--- src/input_router_pkg.sv ---
package input_router_pkg;

  // Number of physical input contacts on the connector.
  localparam int NUM_CONTACTS = 10;
  // Number of 16-bit selector words.
  localparam int NUM_WORDS = 5;
  // Selector digits packed into each word, digit 1 in the low nibble.
  localparam int DIGITS_PER_WORD = 4;
  // Width of one selector digit.
  localparam int DIGIT_W = 4;
  // Width of one selector word.
  localparam int WORD_W = 16;
  // Width of the register address port.
  localparam int ADDR_W = 4;
  // Total number of routed function slots.
  localparam int NUM_SLOTS = NUM_WORDS * DIGITS_PER_WORD;

  // Register addresses: selector words sit at 0 to 4.
  localparam logic [3:0] ADDR_MAP_BASE = 4'h0;
  // Read-only live contact state.
  localparam logic [3:0] ADDR_STATUS = 4'h5;

  // Values after reset of the five selector words, word 0 lowest.
  localparam logic [4:0][15:0] MAP_RESET = {
    16'h0000, 16'h0000, 16'h00a9, 16'h8765, 16'h4321};

  // Selector codes with a special meaning.
  localparam logic [3:0] SEL_NONE = 4'h0;
  localparam logic [3:0] SEL_LAST_CONTACT = 4'ha;
  localparam logic [3:0] SEL_ALWAYS = 4'hf;

  // Slot of absolute_position_wipe (word 4, digit 4).
  localparam int WIPE_SLOT = 19;

  // Least hold time of the position wipe request, in milliseconds.
  localparam longint unsigned WIPE_HOLD_MS = 64'd500;
  // System clock rate in hertz.
  localparam longint unsigned CLOCK_HZ = 64'd40000000;
  // Least hold time in clock cycles, rounded up.
  localparam longint unsigned WIPE_HOLD_CYCLES =
    (WIPE_HOLD_MS * CLOCK_HZ + 64'd999) / 64'd1000;

  // Decodes one selector digit against the contact vector.
  function automatic logic route_digit(
    input logic [3:0] digit,
    input logic [9:0] contacts
  );
    logic hit;
    hit = 1'b0;
    if (digit == SEL_ALWAYS) begin
      hit = 1'b1;
    end else if (digit != SEL_NONE && digit <= SEL_LAST_CONTACT) begin
      hit = contacts[digit - 4'h1];
    end
    return hit;
  endfunction

endpackage

--- src/selector_mux.sv ---
`timescale 1ns/1ps
// One function slot: picks its source from the contacts by its digit.
module selector_mux (
  // Selector and contacts.
  input  wire logic [3:0] i_digit,
  input  wire logic [9:0] i_contacts,
  // Routed function level.
  output logic            o_active
);

  // Codes B to E name no contact; they leave the slot inactive,
  // which is the safe reading for a drive input.
  always_comb begin
    o_active = input_router_pkg::route_digit(i_digit, i_contacts);
  end

endmodule // selector_mux

--- src/wipe_hold_qualifier.sv ---
`timescale 1ns/1ps
// Qualifies a level that must stand unbroken for a least time.
module wipe_hold_qualifier #(
  parameter int unsigned HOLD_CYCLES = 20000000
) (
  // Clock and reset.
  input  wire logic i_clock,
  input  wire logic i_rst_b,
  // Raw request level.
  input  wire logic i_level,
  // One-cycle pulse once the hold time is met.
  output logic      o_confirmed
);

  localparam int CW = $clog2(HOLD_CYCLES + 1);
  localparam logic [CW-1:0] LAST = CW'(HOLD_CYCLES - 1);

  // Cycles the level has stood high so far.
  logic [CW-1:0] held_reg;

  // Any drop restarts the count, so short pulses never qualify.
  always_ff @(posedge i_clock or negedge i_rst_b) begin
    if (!i_rst_b) begin
      held_reg <= '0;
    end else if (!i_level) begin
      held_reg <= '0;
    end else if (held_reg != CW'(HOLD_CYCLES)) begin
      held_reg <= held_reg + CW'(1);
    end
  end

  // The pulse fires once per hold; the count saturates afterwards.
  always_ff @(posedge i_clock or negedge i_rst_b) begin
    if (!i_rst_b) begin
      o_confirmed <= 1'b0;
    end else begin
      o_confirmed <= i_level && (held_reg == LAST);
    end
  end

endmodule // wipe_hold_qualifier

--- src/input_function_router.sv ---
// Added by the designer: the placing of the registers and the strobed register port.
`timescale 1ns/1ps
module input_function_router #(
  parameter int unsigned WIPE_HOLD_CYCLES =
    int'(input_router_pkg::WIPE_HOLD_CYCLES)
) (
  // Clock and reset.
  input  wire logic        i_clock,
  input  wire logic        i_rst_b,
  // Register port.
  input  wire logic [3:0]  i_addr,
  input  wire logic [15:0] i_wr_data,
  input  wire logic        i_wr_en,
  input  wire logic        i_rd_en,
  output logic      [15:0] o_rd_data,
  // Physical input contacts, bit 0 is the first contact.
  input  wire logic [9:0]  i_contact,
  // Routed function levels, one per selector slot.
  output logic      [19:0] o_func_active,
  // Status view segments, one per contact.
  output logic      [9:0]  o_contact_status,
  // Qualified absolute position wipe, one-cycle pulse.
  output logic             o_wipe_confirmed
);

  ////////////////////////////////////////////////////////////////////////
  // Selector words.

  // The five selector words as software sees them.
  logic [15:0] map_reg [input_router_pkg::NUM_WORDS];
  // Per-slot digit views of those words.
  logic [3:0]  sel [input_router_pkg::NUM_SLOTS];
  // Combinational routing result for every slot.
  logic [19:0] func_next;
  // Registered image of the contacts for the status view.
  logic [9:0]  status_reg;
  // Read data held for the cycle after the read strobe.
  logic [15:0] rd_data_reg;
  // Helper: any register write since reset, at any address, for checking only.
  logic        any_write_reg;

  // Writes are not gated by any save setting: keeping a remap out of
  // non-volatile storage is left to whoever configures the drive.
  // Each word has its own process and resets to its default.
  for (genvar w = 0; w < input_router_pkg::NUM_WORDS; w++) begin : g_word
    always_ff @(posedge i_clock or negedge i_rst_b) begin
      if (!i_rst_b) begin
        map_reg[w] <= input_router_pkg::MAP_RESET[w];
      end else if (i_wr_en &&
                   i_addr == input_router_pkg::ADDR_MAP_BASE + 4'(w)) begin
        // No shadow copy: the next cycle already routes by it.
        map_reg[w] <= i_wr_data;
      end
    end

    // Digit 1 is the low nibble of the word.
    for (genvar d = 0; d < input_router_pkg::DIGITS_PER_WORD; d++)
    begin : g_digit
      assign sel[w*4+d] = map_reg[w][d*4 +: 4];
    end
  end

  ////////////////////////////////////////////////////////////////////////
  // Routing.

  // One mux per slot; the slots never look at each other, so any
  // number of them may name the same contact.
  for (genvar s = 0; s < input_router_pkg::NUM_SLOTS; s++) begin : g_slot
    selector_mux u_mux (
      .i_digit    (sel[s]),
      .i_contacts (i_contact),
      .o_active   (func_next[s])
    );
  end

  // Registering the outputs costs one cycle of latency but keeps
  // glitches of the selector decode off the drive's function inputs.
  always_ff @(posedge i_clock or negedge i_rst_b) begin
    if (!i_rst_b) begin
      o_func_active <= '0;
    end else begin
      o_func_active <= func_next;
    end
  end

  ////////////////////////////////////////////////////////////////////////
  // Status view.

  // Segment n follows contact n, one clock cycle late.
  always_ff @(posedge i_clock or negedge i_rst_b) begin
    if (!i_rst_b) begin
      status_reg <= '0;
    end else begin
      status_reg <= i_contact;
    end
  end

  assign o_contact_status = status_reg;

  ////////////////////////////////////////////////////////////////////////
  // Register reads.

  // Reads answer in the next cycle; unmapped addresses read zero.
  // The answer stands for that one cycle only and then drops to zero,
  // which keeps a missed read from being taken as a later one.
  always_ff @(posedge i_clock or negedge i_rst_b) begin
    if (!i_rst_b) begin
      rd_data_reg <= '0;
    end else if (i_rd_en) begin
      if (i_addr < 4'(input_router_pkg::NUM_WORDS)) begin
        rd_data_reg <= map_reg[i_addr[2:0]];
      end else if (i_addr == input_router_pkg::ADDR_STATUS) begin
        rd_data_reg <= {6'h00, status_reg};
      end else begin
        rd_data_reg <= '0;
      end
    end else begin
      rd_data_reg <= '0;
    end
  end

  assign o_rd_data = rd_data_reg;

  ////////////////////////////////////////////////////////////////////////
  // Position wipe qualification.

  // The far side must hold the request; shorter pulses are dropped.
  wipe_hold_qualifier #(
    .HOLD_CYCLES (WIPE_HOLD_CYCLES)
  ) u_wipe (
    .i_clock     (i_clock),
    .i_rst_b     (i_rst_b),
    .i_level     (o_func_active[input_router_pkg::WIPE_SLOT]),
    .o_confirmed (o_wipe_confirmed)
  );

  ////////////////////////////////////////////////////////////////////////
  // Checking helpers and assertions.

  // Tracks whether software has written any register yet, at any address.
  always_ff @(posedge i_clock or negedge i_rst_b) begin
    if (!i_rst_b) begin
      any_write_reg <= 1'b0;
    end else if (i_wr_en) begin
      any_write_reg <= 1'b1;
    end
  end

  for (genvar w = 0; w < input_router_pkg::NUM_WORDS; w++) begin : g_wchk

  end

  for (genvar s = 0; s < input_router_pkg::NUM_SLOTS; s++) begin : g_schk

    if (s > 0) begin : g_share

    end
  end

  ////////////////////////////////////////////////////////////////////////
  // Wipe hold checking.

  // Width of the helper run count.
  localparam int RUN_W = $clog2(WIPE_HOLD_CYCLES + 1);
  // Value at which the helper run count stops.
  localparam logic [RUN_W-1:0] RUN_FULL = RUN_W'(WIPE_HOLD_CYCLES);
  // Last count before the hold is met.
  localparam logic [RUN_W-1:0] RUN_LAST = RUN_W'(WIPE_HOLD_CYCLES - 1);

  // Helper: unbroken run of the routed wipe level, for checking only.
  logic [RUN_W-1:0] wipe_run_reg;

  // Counted apart from the qualifier, so that a slip in one of them
  // cannot hide behind the other. The cost is a second counter that
  // synthesis drops, as nothing but the assertions reads it.
  always_ff @(posedge i_clock or negedge i_rst_b) begin
    if (!i_rst_b) begin
      wipe_run_reg <= '0;
    end else if (!o_func_active[input_router_pkg::WIPE_SLOT]) begin
      // Any drop starts the run again.
      wipe_run_reg <= '0;
    end else if (wipe_run_reg != RUN_FULL) begin
      // Saturate once the hold is met.
      wipe_run_reg <= wipe_run_reg + RUN_W'(1);
    end
  end
endmodule // input_function_router

--- config.mk ---
export PLATFORM = sky130hd
export DESIGN_NAME = input_function_router
export DESIGN_NICKNAME = d
export VERILOG_FILES = /design/src/input_router_pkg.sv /design/src/selector_mux.sv /design/src/wipe_hold_qualifier.sv /design/src/input_function_router.sv
export SDC_FILE = /design/constraint.sdc
export NUM_CORES = 1
export LEC_CHECK = 0
export BUFFER_PORTS_ARGS = -buffer_cell sky130_fd_sc_hd__buf_2
export CAP_MARGIN = 5
export CORE_AREA = 2 2 184 186
export DETAILED_ROUTE_END_ITERATION = 8
export DIE_AREA = 0 0 186 188
export GPL_ROUTABILITY_DRIVEN = 0
export SYNTH_ARGS = -nofsm -noshare
export SYNTH_HDL_FRONTEND = slang
export SYNTH_HIERARCHICAL = 1
export SYNTH_SLANG_ARGS = --single-unit
export TNS_END_PERCENT = 20
--- constraint.sdc ---
create_clock -name i_clock -period 2 [get_ports i_clock]
set_clock_uncertainty 0.05 [all_clocks]
set_input_delay 0.4 -clock i_clock [delete_from_list [all_inputs] [get_ports i_clock]]
set_output_delay 0.4 -clock i_clock [all_outputs]
set_load 0.03 [all_outputs]
==> flow_summary.toml, run 1 <==
[outcome]
status = "finished, final reports clean"

[global_routing]
grt-ovfl-total = 0
grt_pass1_wl_mm = 47.92
grt.total_usage_pct = 17.83
grt_pass1_vias = 8595
grt_max_degree = 46
antenna_found_initial = 1

[cells_and_area]
nFillCells = 3177
multi_input_area_um2 = 7093
register_area_um2 = 3825
final_cell_mix = "dfrtp_1, mux2_2, buf_2"
drive_above_1_share_pct = 35.04
largest_reg_flops = 80
final_common_cell = "dfrtp_1"
fin_nets = 1253
area_growth_syn_to_layout_pct = 17.29

[synthesis]
synth_nets = 1117
synth_edf_count = 0
synth.top_cell.area_share_pct = 29.72
synth_cells = 1001
yosys_warnings = 6
avgSynthCellArea_um2 = 11.35
synth.largest_area_cell = "dfrtp_1"
ys_ff_latch = 152
async_flop_share_pct = 100.0
yosysUniqueCellTypes = 50
synth_top_flop_cell = "dfrtp_1"
synth_area_um2 = 11370
synth_area_leaders = "dfrtp_1, mux2_2, ha_1, mux4_2, mux2i_1"
seq_area_frac_synth_pct = 33.65

[sta]
fin_crit_sh_pct = 97.07
finalCriticalPeriod_ps = 1941
max-slew-margin-rel_pct = 57.95
fmax_ghz = 0.5151
grt_setup_unrepaired = "true"
hold_viol = 0
worst_slew_pin_slew_ps = 626.0
slew_viol_final = 0
setup_viol_count_final = 0
whs_ps = 218.9

[drt]
dr.pass1.iters = 5
num_vias = 8713
wl_mm = 30.84
drcViolationCount = 0
vias_per_cell = 5.449
drt_iter0_markers = 556
wl_per_cell_um = 19.29
ant_nets = 0

[clock_tree]
cts_max_path_buffers = 2
clock-sinks = 152
cts_tree = "built"
cts.clk_slew.worst_paths_ps = 70
numCtsBuffers = 17
clk_latency_ps = 440
ctsRootBufferMaster = "clkbuf_16"
cts_max_level = 4

[worst_hold_path]
hold_path.class = "in2reg"

[floorplan]
core_um2 = 33110
floorplan.initialDensity_pct = 34.32
rows = 67
fp.dieH_um = 188
die_x_um = 186
ios = 81
dieArea_um2 = 34970

[critical_path]
cp.arrival_ps = 2190
worstSetupPathType = "reg2reg"
end_kind = "register"
crit_path_end = "o_func_active[0]"
worstPathMaxFanout = 4
startpoint_type = "register"
reg2reg_depth = 6
ff2ff_setup_slack_ps = 60
worst_ep_required_time_ps = 2250
startpoint = "map_reg[64]"
r2r-end = "o_func_active[0]"
worstReg2RegStart = "map_reg[64]"

[power]
ir_worst_vdd_mv = 0.6681
p_leak_nw = 5.587
total_power_mw = 13.99
power_density_nw_per_um2 = 1049

[job]
maxCapViolCount = 0

[placement]
numPortBuffers = 80
dp_hpwl_mm = 21.11
-- through the flow --
step                      setup TNS (ps)  std cells  setup WS [ps]  utilization (%)  instance area (um2)
after floorplan                   -45.14       1001         -11.92                -                11380
after global placement                 0       1564          9.722            38.07                12610
after detailed placement          -12.85       1564         -12.85            38.07                12610
after CTS                              0       1597          12.96            39.95                13230
after global routing              -14.03       1598         -8.321            40.25                13330
final                                  0       1599          58.65            40.26                13330
-- synthesized netlist by cell type (6+ instances only) --
master	count
dfrtp_1	135
nor4b_1	25
mux2_2	115
inv_1	45
o221ai_1	10
nor2b_1	42
mux2i_1	67
clkbuf_1	6
nand3_1	49
ha_1	82
a211oi_1	40
o31ai_1	26
o21a_1	20
dfstp_2	17
a21oi_1	12
o22ai_1	40
mux4_2	40
nor3b_2	20
nor2_1	22
or4_1	6
xnor2_1	9
nand2_1	18
nor3_1	46
buf_6	27
nand2b_1	22
-- metal layers --
layer	GRT usage [%]	share of wire (%)	vias up	routed length [um]
met5	0	0	-	0
met4	4.906	1.5	0	455
met3	3.476	5.0	30	1546
met2	29.80	49	249	15190
met1	23.43	44	4318	13650
li1	-	-	4116	-
-- cells by family after synthesis --
logic type	synth area share, %
simple gates	16.18
buf+inv	4.987
xor+xnor	1.002
flops	33.65
mux	25.22
compound gates	9.930
fa+ha+maj	9.027
-- critical path, stage by stage, from the launching register on --
cell	delay [ps]
dfstp_2	550
inv_2	70
ha_4	290
mux4_2	310
mux2_2	290
nor3b_2	180
a211oi_1	70
-- worst min-delay path by stage --
stage,end,from,slack [ps],cells past startpoint
2_1_floorplan,map_reg[0],i_rst_b,50,0
3_3_place_gp,o_func_active[0],i_rst_b,310,1
3_5_place_dp,o_func_active[0],i_rst_b,310,1
4_1_cts,map_reg[75],i_wr_data[11],200,2
5_1_grt,map_reg[43],i_wr_data[11],220,2
6_report,map_reg[75],i_wr_data[11],220,2
-- area by class of cell --
cell class | count | area share, %
Inverter | 46 | 1.295
Multi-Input combinational cell | 760 | 53.21
Antenna cell | 1 | 0.01877
Clock buffer | 19 | 3.322
Tap cell | 448 | 4.205
Timing Repair Buffer | 160 | 8.071
Sequential cell | 152 | 28.69
Clock inverter | 13 | 1.192
-- power by group --
part           switching [mW]  internal [mW]
Sequential              0.716           3.75
Combinational            3.18           2.97
Clock                    1.46           1.91
Total                    5.35           8.63
-- what timing repair did --
item,CTS,global route
buffers inserted,0,1
hold endpoints to repair,33,0
setup endpoints to repair,1,12
gates resized for setup,1,11
pin swaps,0,1
hold buffers,1,0
Note: power is estimated with default switching activity, not from simulation.
==> inputs of run 2 (changes only) <==
Settings changed: CORE_AREA 2 2 184 186 to 2 2 181 183, DIE_AREA 0 0 186 188 to 0 0 183 185, SLEW_MARGIN set to 5, SYNTH_HIERARCHICAL 1 to not set.
==> run 2 against run 1 <==
Compared with the run above:
- global-route usage grew 0.48 points
- maximum frequency grew 0.41%
- worst hold slack lost 95 ps
- total power shrank 1.2%
- first-iteration DRC count shrank 5.8%
- die area shrank 3.2%
- utilization grew 0.39 points
- critical path type unchanged
- critical endpoint unchanged
- highest routed layer is now met5
==> flow_summary.toml, run 2 <==
[sta]
finalCriticalPeriod_ps = 1933
hold_viol = 0
fin_crit_sh_pct = 96.67
worst_slew_pin_slew_ps = 531.8
setup_viol_count_final = 0
setup_ws_ps = 66.55
grt_setup_unrepaired = "true"
slew_viol_final = 0
max-slew-margin-rel_pct = 64.55
fmax_ghz = 0.5172

[floorplan]
rows = 66
die_x_um = 183
core_um2 = 32040
floorplan.initialDensity_pct = 34.36
dieArea_um2 = 33860
ios = 81
fp.dieH_um = 185

[synthesis]
yosysUniqueCellTypes = 62
async_flop_share_pct = 100.0
yosys_warnings = 0
synth_top_flop_cell = "dfrtp_1"
synth_nets = 1154
synth.largest_area_cell = "dfrtp_1"
synth_cells = 1038
synth_area_um2 = 11010
synth.top_cell.area_share_pct = 30.68
synth_area_leaders = "dfrtp_1, mux4_2, ha_1, mux2_2, dfstp_2"
synth_edf_count = 0
ys_top_cells_by_count = "dfrtp_1, nor2_1, ha_1"
ys_ff_latch = 152
yosysMostFrequentCell = "dfrtp_1"
avgSynthCellArea_um2 = 10.61
seq_area_frac_synth_pct = 34.74

[drt]
num_vias = 8501
wl_per_cell_um = 19.29
vias_per_cell = 5.435
wl_mm = 30.18
dr.pass1.iters = 5
drcViolationCount = 0
drt_iter0_markers = 524
ant_nets = 0

[global_routing]
grt_pass1_vias = 8392
grt.total_usage_pct = 18.31
grt_max_degree = 44
grt-ovfl-total = 0
grt_pass1_wl_mm = 47.66
antenna_found_initial = 1

[clock_tree]
clk_latency_ps = 440
numCtsBuffers = 17
cts_max_path_buffers = 2
cts.clk_slew.worst_paths_ps = 60
cts_max_level = 4
clock-sinks = 152
ctsRootBufferMaster = "clkbuf_16"
postCtsSetupBuffers = 0
cts_tree = "built"

[placement]
place_area_um2 = 12430
dpl.cell_count = 1531
dp_hpwl_mm = 21.22
place_ws_ps = 23.91
numPortBuffers = 80

[critical_path]
startpoint_type = "register"
end_kind = "register"
worstPathMaxFanout = 5
cp.arrival_ps = 2190
worst_ep_required_time_ps = 2250
worstSetupPathType = "reg2reg"

[cells_and_area]
area_growth_syn_to_layout_pct = 18.31
utilization_pct = 40.66
largest_reg_flops = 80
fin_area_um2 = 13030
finalNonFillerCells = 1564
final_cell_mix = "dfrtp_1, nor2_1, buf_2"
multi_input_area_um2 = 6656
final_common_cell = "dfrtp_1"
drive_above_1_share_pct = 31.40
nFillCells = 3061
register_area_um2 = 3825
antennaDiodeCount = 0
fin_nets = 1259

[power]
power_density_nw_per_um2 = 1061
ir_worst_vdd_mv = 0.6253
p_leak_nw = 5.728

[outcome]
status = "finished, final reports clean"

[job]
maxCapViolCount = 0

[worst_hold_path]
hold_path.class = "in2reg"
run 2: changes by cell type after synthesis, sizes merged, moves of 33 or more:
cell / delta
a211oi: -39
mux2: -43
mux2i: -33
nand2: +38
nand3: -39
nor2: +65
o21ai: +45
run 2: final cells by class:
type	count	area share, %
Clock buffer	20	3.352
Clock inverter	12	0.7972
Inverter	60	1.729
Multi-Input combinational cell	743	51.10
Sequential cell	152	29.36
Tap cell	408	3.919
Timing Repair Buffer	169	9.740
run 2: logic make-up (layout without fill, tap and decap cells):
kind of cell             count (synthesis)  in the layout  share of synthesized area [%]
AND/OR/NAND/NOR                        268            268                          12.93
AO/OA/AOI/OAI                          172            172                          11.19
multiplexers                           161            161                          21.70
flip-flops                             152            152                          34.74
buffers and inverters                  143            261                          5.341
adder cells (fa/ha/maj)                 82             82                          9.318
XOR/XNOR                                60             60                          4.773
run 2: worst max-delay path, cell delays in order (launching register included):
cell and delay (ps):
dfstp_2 590, inv_2 80, ha_4 270, mux4_2 300, nor2b_1 160, a2111oi_2 270, a311oi_1 80
run 2: report_power, final:
part	switching (mW)	internal (mW)	leakage [nW]
clock network	1.41	1.71	0.260
logic	3.29	2.99	3.57
registers	0.685	3.74	1.90
total	5.38	8.44	5.73
run 2: what timing repair did:
action                                 CTS  global route
setup endpoints to repair                0             7
gates resized for setup                  0             8
hold buffers                             1             0
endpoints found under the hold margin   33             0
run 2: per-stage QoR:
stage | TNS [ps] | hold WS (ps) | power, mW
6_report | 0 | 124.1 | 13.82
4_1_cts | 0 | 102.1 | 13.83
3_3_place_gp | 0 | 329.2 | 10.52
3_5_place_dp | 0 | 324.8 | 10.66
2_1_floorplan | -26.75 | 54.41 | 8.980
5_1_grt | -37.84 | 105.8 | 14.76
run 2: per-layer routing:
layer	global-route usage (%)	wire length [um]	vias up
li1	-	-	3960
met1	25.15	13790	4277
met2	30.23	14420	226
met3	2.831	1477	36
met4	4.736	478	2
met5	0	13	-
run 2: path summary, 6_finish.rpt:
| kind | from | endpoint | slack [ps] | cells past startpoint |
|---|---|---|---|---|
| hold reg to reg | o_contact_status[7] | o_rd_data[7] | 440 | 2 |
| setup / recovery | map_reg[64] | o_func_active[0] | 70 | 6 |
| setup reg to reg | map_reg[64] | o_func_active[0] | 70 | 6 |
| hold / removal | i_contact[0] | o_contact_status[0] | 120 | 1 |
| min in group asynchronous | i_rst_b | u_wipe.o_confirmed | 420 | 2 |
| max in group asynchronous | i_rst_b | map_reg[73] | 790 | 3 |
==> inputs of run 3 (changes only) <==
Settings changed: ABC_AREA set to 1, CORE_AREA 2 2 181 183 to 2 2 183 185, DIE_AREA 0 0 183 185 to 0 0 185 187, RECOVER_POWER set to 100.
Clock period 2 ns to 2.45 ns, I/O delays scaled along.
==> run 3 against run 2 <==
Compared with the run above:
- the flow now finishes with violations (capacitance limit, slew limit)
- synthesized cell count is 63% higher
- first-iteration DRC count is 67% higher
- critical path depth is 2 higher
- clock power is 6.7% lower
- via count is 28% higher
- critical endpoint is now o_func_active[8]
- area after synthesis is 1.9% higher
- sequential power is 17% lower
- worst setup slack better by 280 ps
- worst hold slack better by 250 ps
- non-clock buffer count is 68 lower
- highest routed layer is now met4
- register-to-register slack better by 280 ps
- combinational power is 35% lower
- largest power group unchanged
==> flow_summary.toml, run 3 <==
[floorplan]
fp.dieH_um = 187
rows = 67
ios = 81
floorplan.initialDensity_pct = 34.13
core_um2 = 32860
die_x_um = 185
dieArea_um2 = 34600

[sta]
tns_ps = 0
worst_slew_pin_slew_ps = 1789
finalCriticalPeriod_ps = 2104
hold_viol = 0
fmax_ghz = 0.4752
grt_setup_unrepaired = "false"
max-slew-margin-rel_pct = -19.24
fin_crit_sh_pct = 85.90
whs_ps = 369.7
setup_viol_count_final = 0
slew_viol_final = 198

[synthesis]
synth.largest_area_cell = "dfrtp_1"
synth.top_cell.area_share_pct = 30.12
synth_edf_count = 0
yosysMostFrequentCell = "nand2_1"
seq_area_frac_synth_pct = 34.11
synth_top_flop_cell = "dfrtp_1"
synth_cells = 1694
yosys_warnings = 0
ys_top_cells_by_count = "nand2_1, nand3_1, o21ai_0"
synth_nets = 1810
yosysUniqueCellTypes = 27
ys_ff_latch = 152
synth_area_um2 = 11210
async_flop_share_pct = 100.0
avgSynthCellArea_um2 = 6.620
synth_area_leaders = "dfrtp_1, nand2_1, nand3_1, ha_1, o21ai_0"

[global_routing]
grt-ovfl-total = 0
antenna_found_initial = 0
grt.total_usage_pct = 19.94
grt_pass1_wl_mm = 54.23
grt_max_degree = 49
grt_pass1_vias = 10192

[critical_path]
worst-path-stages = 8
cp_slowest_cell = "dfstp_1"
ff2ff_setup_slack_ps = 350
r2r-end = "o_func_active[8]"
worstPathMaxFanout = 10
startpoint_type = "register"
path_buf_inv = 2
crit_chain = "clkinv_1 -> ha_1 -> inv_1 -> nand3_1 -> nand3_1 -> nand3b_1 -> nand2_1 -> nand2_1"
end_kind = "register"
cp_slowest_stage_delay_ps = 690
cp.arrival_ps = 2380
worst_ep_required_time_ps = 2720
worstSetupPathType = "reg2reg"
reg2reg_depth = 8
worstReg2RegStart = "map_reg[32]"
cp_top_family = "flip-flops"

[clock_tree]
clk_latency_ps = 430
cts_max_level = 4
cts_tree = "built"
cts_max_path_buffers = 2
numCtsBuffers = 17
cts_resized = 0
cts.clk_slew.worst_paths_ps = 70
ctsRootBufferMaster = "clkbuf_16"
clock-sinks = 152

[drt]
vias_per_cell = 4.960
drt_iter0_markers = 877
wl_mm = 33.54
dr.pass1.iters = 6
wl_per_cell_um = 15.32
ant_nets = 0
num_vias = 10862
drcViolationCount = 0

[cells_and_area]
drive_above_1_share_pct = 4.765
final_cell_mix = "nand2_1, nand3_1, o21ai_0"
antennaDiodeCount = 0
fin_area_um2 = 12540
fin_nets = 1845
final_common_cell = "nand2_1"
largest_reg_flops = 80
area_growth_syn_to_layout_pct = 11.84

[job]
maxCapViolCount = 9

[power]
total_power_mw = 10.64
p_leak_nw = 6.090
ir_worst_vdd_mv = 0.5619
power_density_nw_per_um2 = 848.5

[placement]
dp_hpwl_mm = 23.11
numPortBuffers = 80
place_area_um2 = 12040

[worst_hold_path]
hold_depth = 3
hold-path-endpoint = "map_reg[39]"
hold_path.class = "in2reg"
min_from = "i_wr_data[7]"

[outcome]
status = "finished, violations left"
violations = "capacitance limit, slew limit"
[run 3: changes by cell type after synthesis, sizes merged, moves of 55 or more]
cell	change
nand2	+522
inv	+92
nor2	+59
mux4	-55
o21ai	+104
mux2	-72
nand3	+205
[run 3: layer usage]
layer	up-vias	GRT usage, %	share of wire, %
li1	5420	-	-
met1	5046	26.99	46
met2	346	32.86	46
met3	50	3.290	5.9
met4	0	5.403	2.4
met5	-	0	0
[run 3: what timing repair did]
item | CTS | global route
buffers inserted | 0 | 0
hold buffers | 1 | 0
endpoints found under the hold margin | 33 | 0
[run 3: metrics by stage]
step / instances / util [%] / setup slack (ps)
floorplan: 1694 / - / 667.4
global placement: 2157 / 36.64 / 507.0
detailed placement: 2157 / 36.64 / 502.0
CTS: 2190 / 38.59 / 486.4
global route: 2190 / 38.17 / 141.0
finish: 2190 / 38.17 / 345.5
[run 3: logic make-up after synthesis]
group | count (synthesis) | share of synthesized area [%]
AO/OA/AOI/OAI | 202 | 9.126
XOR/XNOR | 42 | 3.280
adder cells (fa/ha/maj) | 82 | 9.149
buffers and inverters | 250 | 8.691
flip-flops | 152 | 34.11
AND/OR/NAND/NOR | 966 | 35.65
[run 3: area by class of cell]
type	instances	area [um2]
Timing Repair Buffer	101	508.0
Clock inverter	11	171.4
Fill cell	3568	20320
Tap cell	448	560.5
Clock buffer	21	460.4
Multi-Input combinational cell	1292	6397
Sequential cell	152	3825
Inverter	165	619.3
[run 3: worst max path at each step]
stage                     slack [ps]               end         from
final                            350  o_func_active[8]  map_reg[32]
after global routing             140  o_func_active[2]  map_reg[72]
after CTS                        490  o_func_active[8]  map_reg[32]
after detailed placement         500  o_func_active[8]  map_reg[32]
after global placement           510  o_func_active[2]  map_reg[72]
after floorplan                  670  o_func_active[4]  map_reg[48]
[run 3: worst register-to-register path, cell delays in order, from the launching register on]
cell and delay, ps:
dfstp_1 690, clkinv_1 340, ha_1 440, inv_1 90
nand3_1 70, nand3_1 90, nand3b_1 80, nand2_1 80
nand2_1 60
[run 3: where the power goes]
part | switching, mW | leakage, nW | internal, mW
Sequential | 0.652 | 1.94 | 3.01
Combinational | 2.63 | 3.85 | 1.44
Clock | 1.14 | 0.303 | 1.76
Total | 4.42 | 6.09 | 6.22
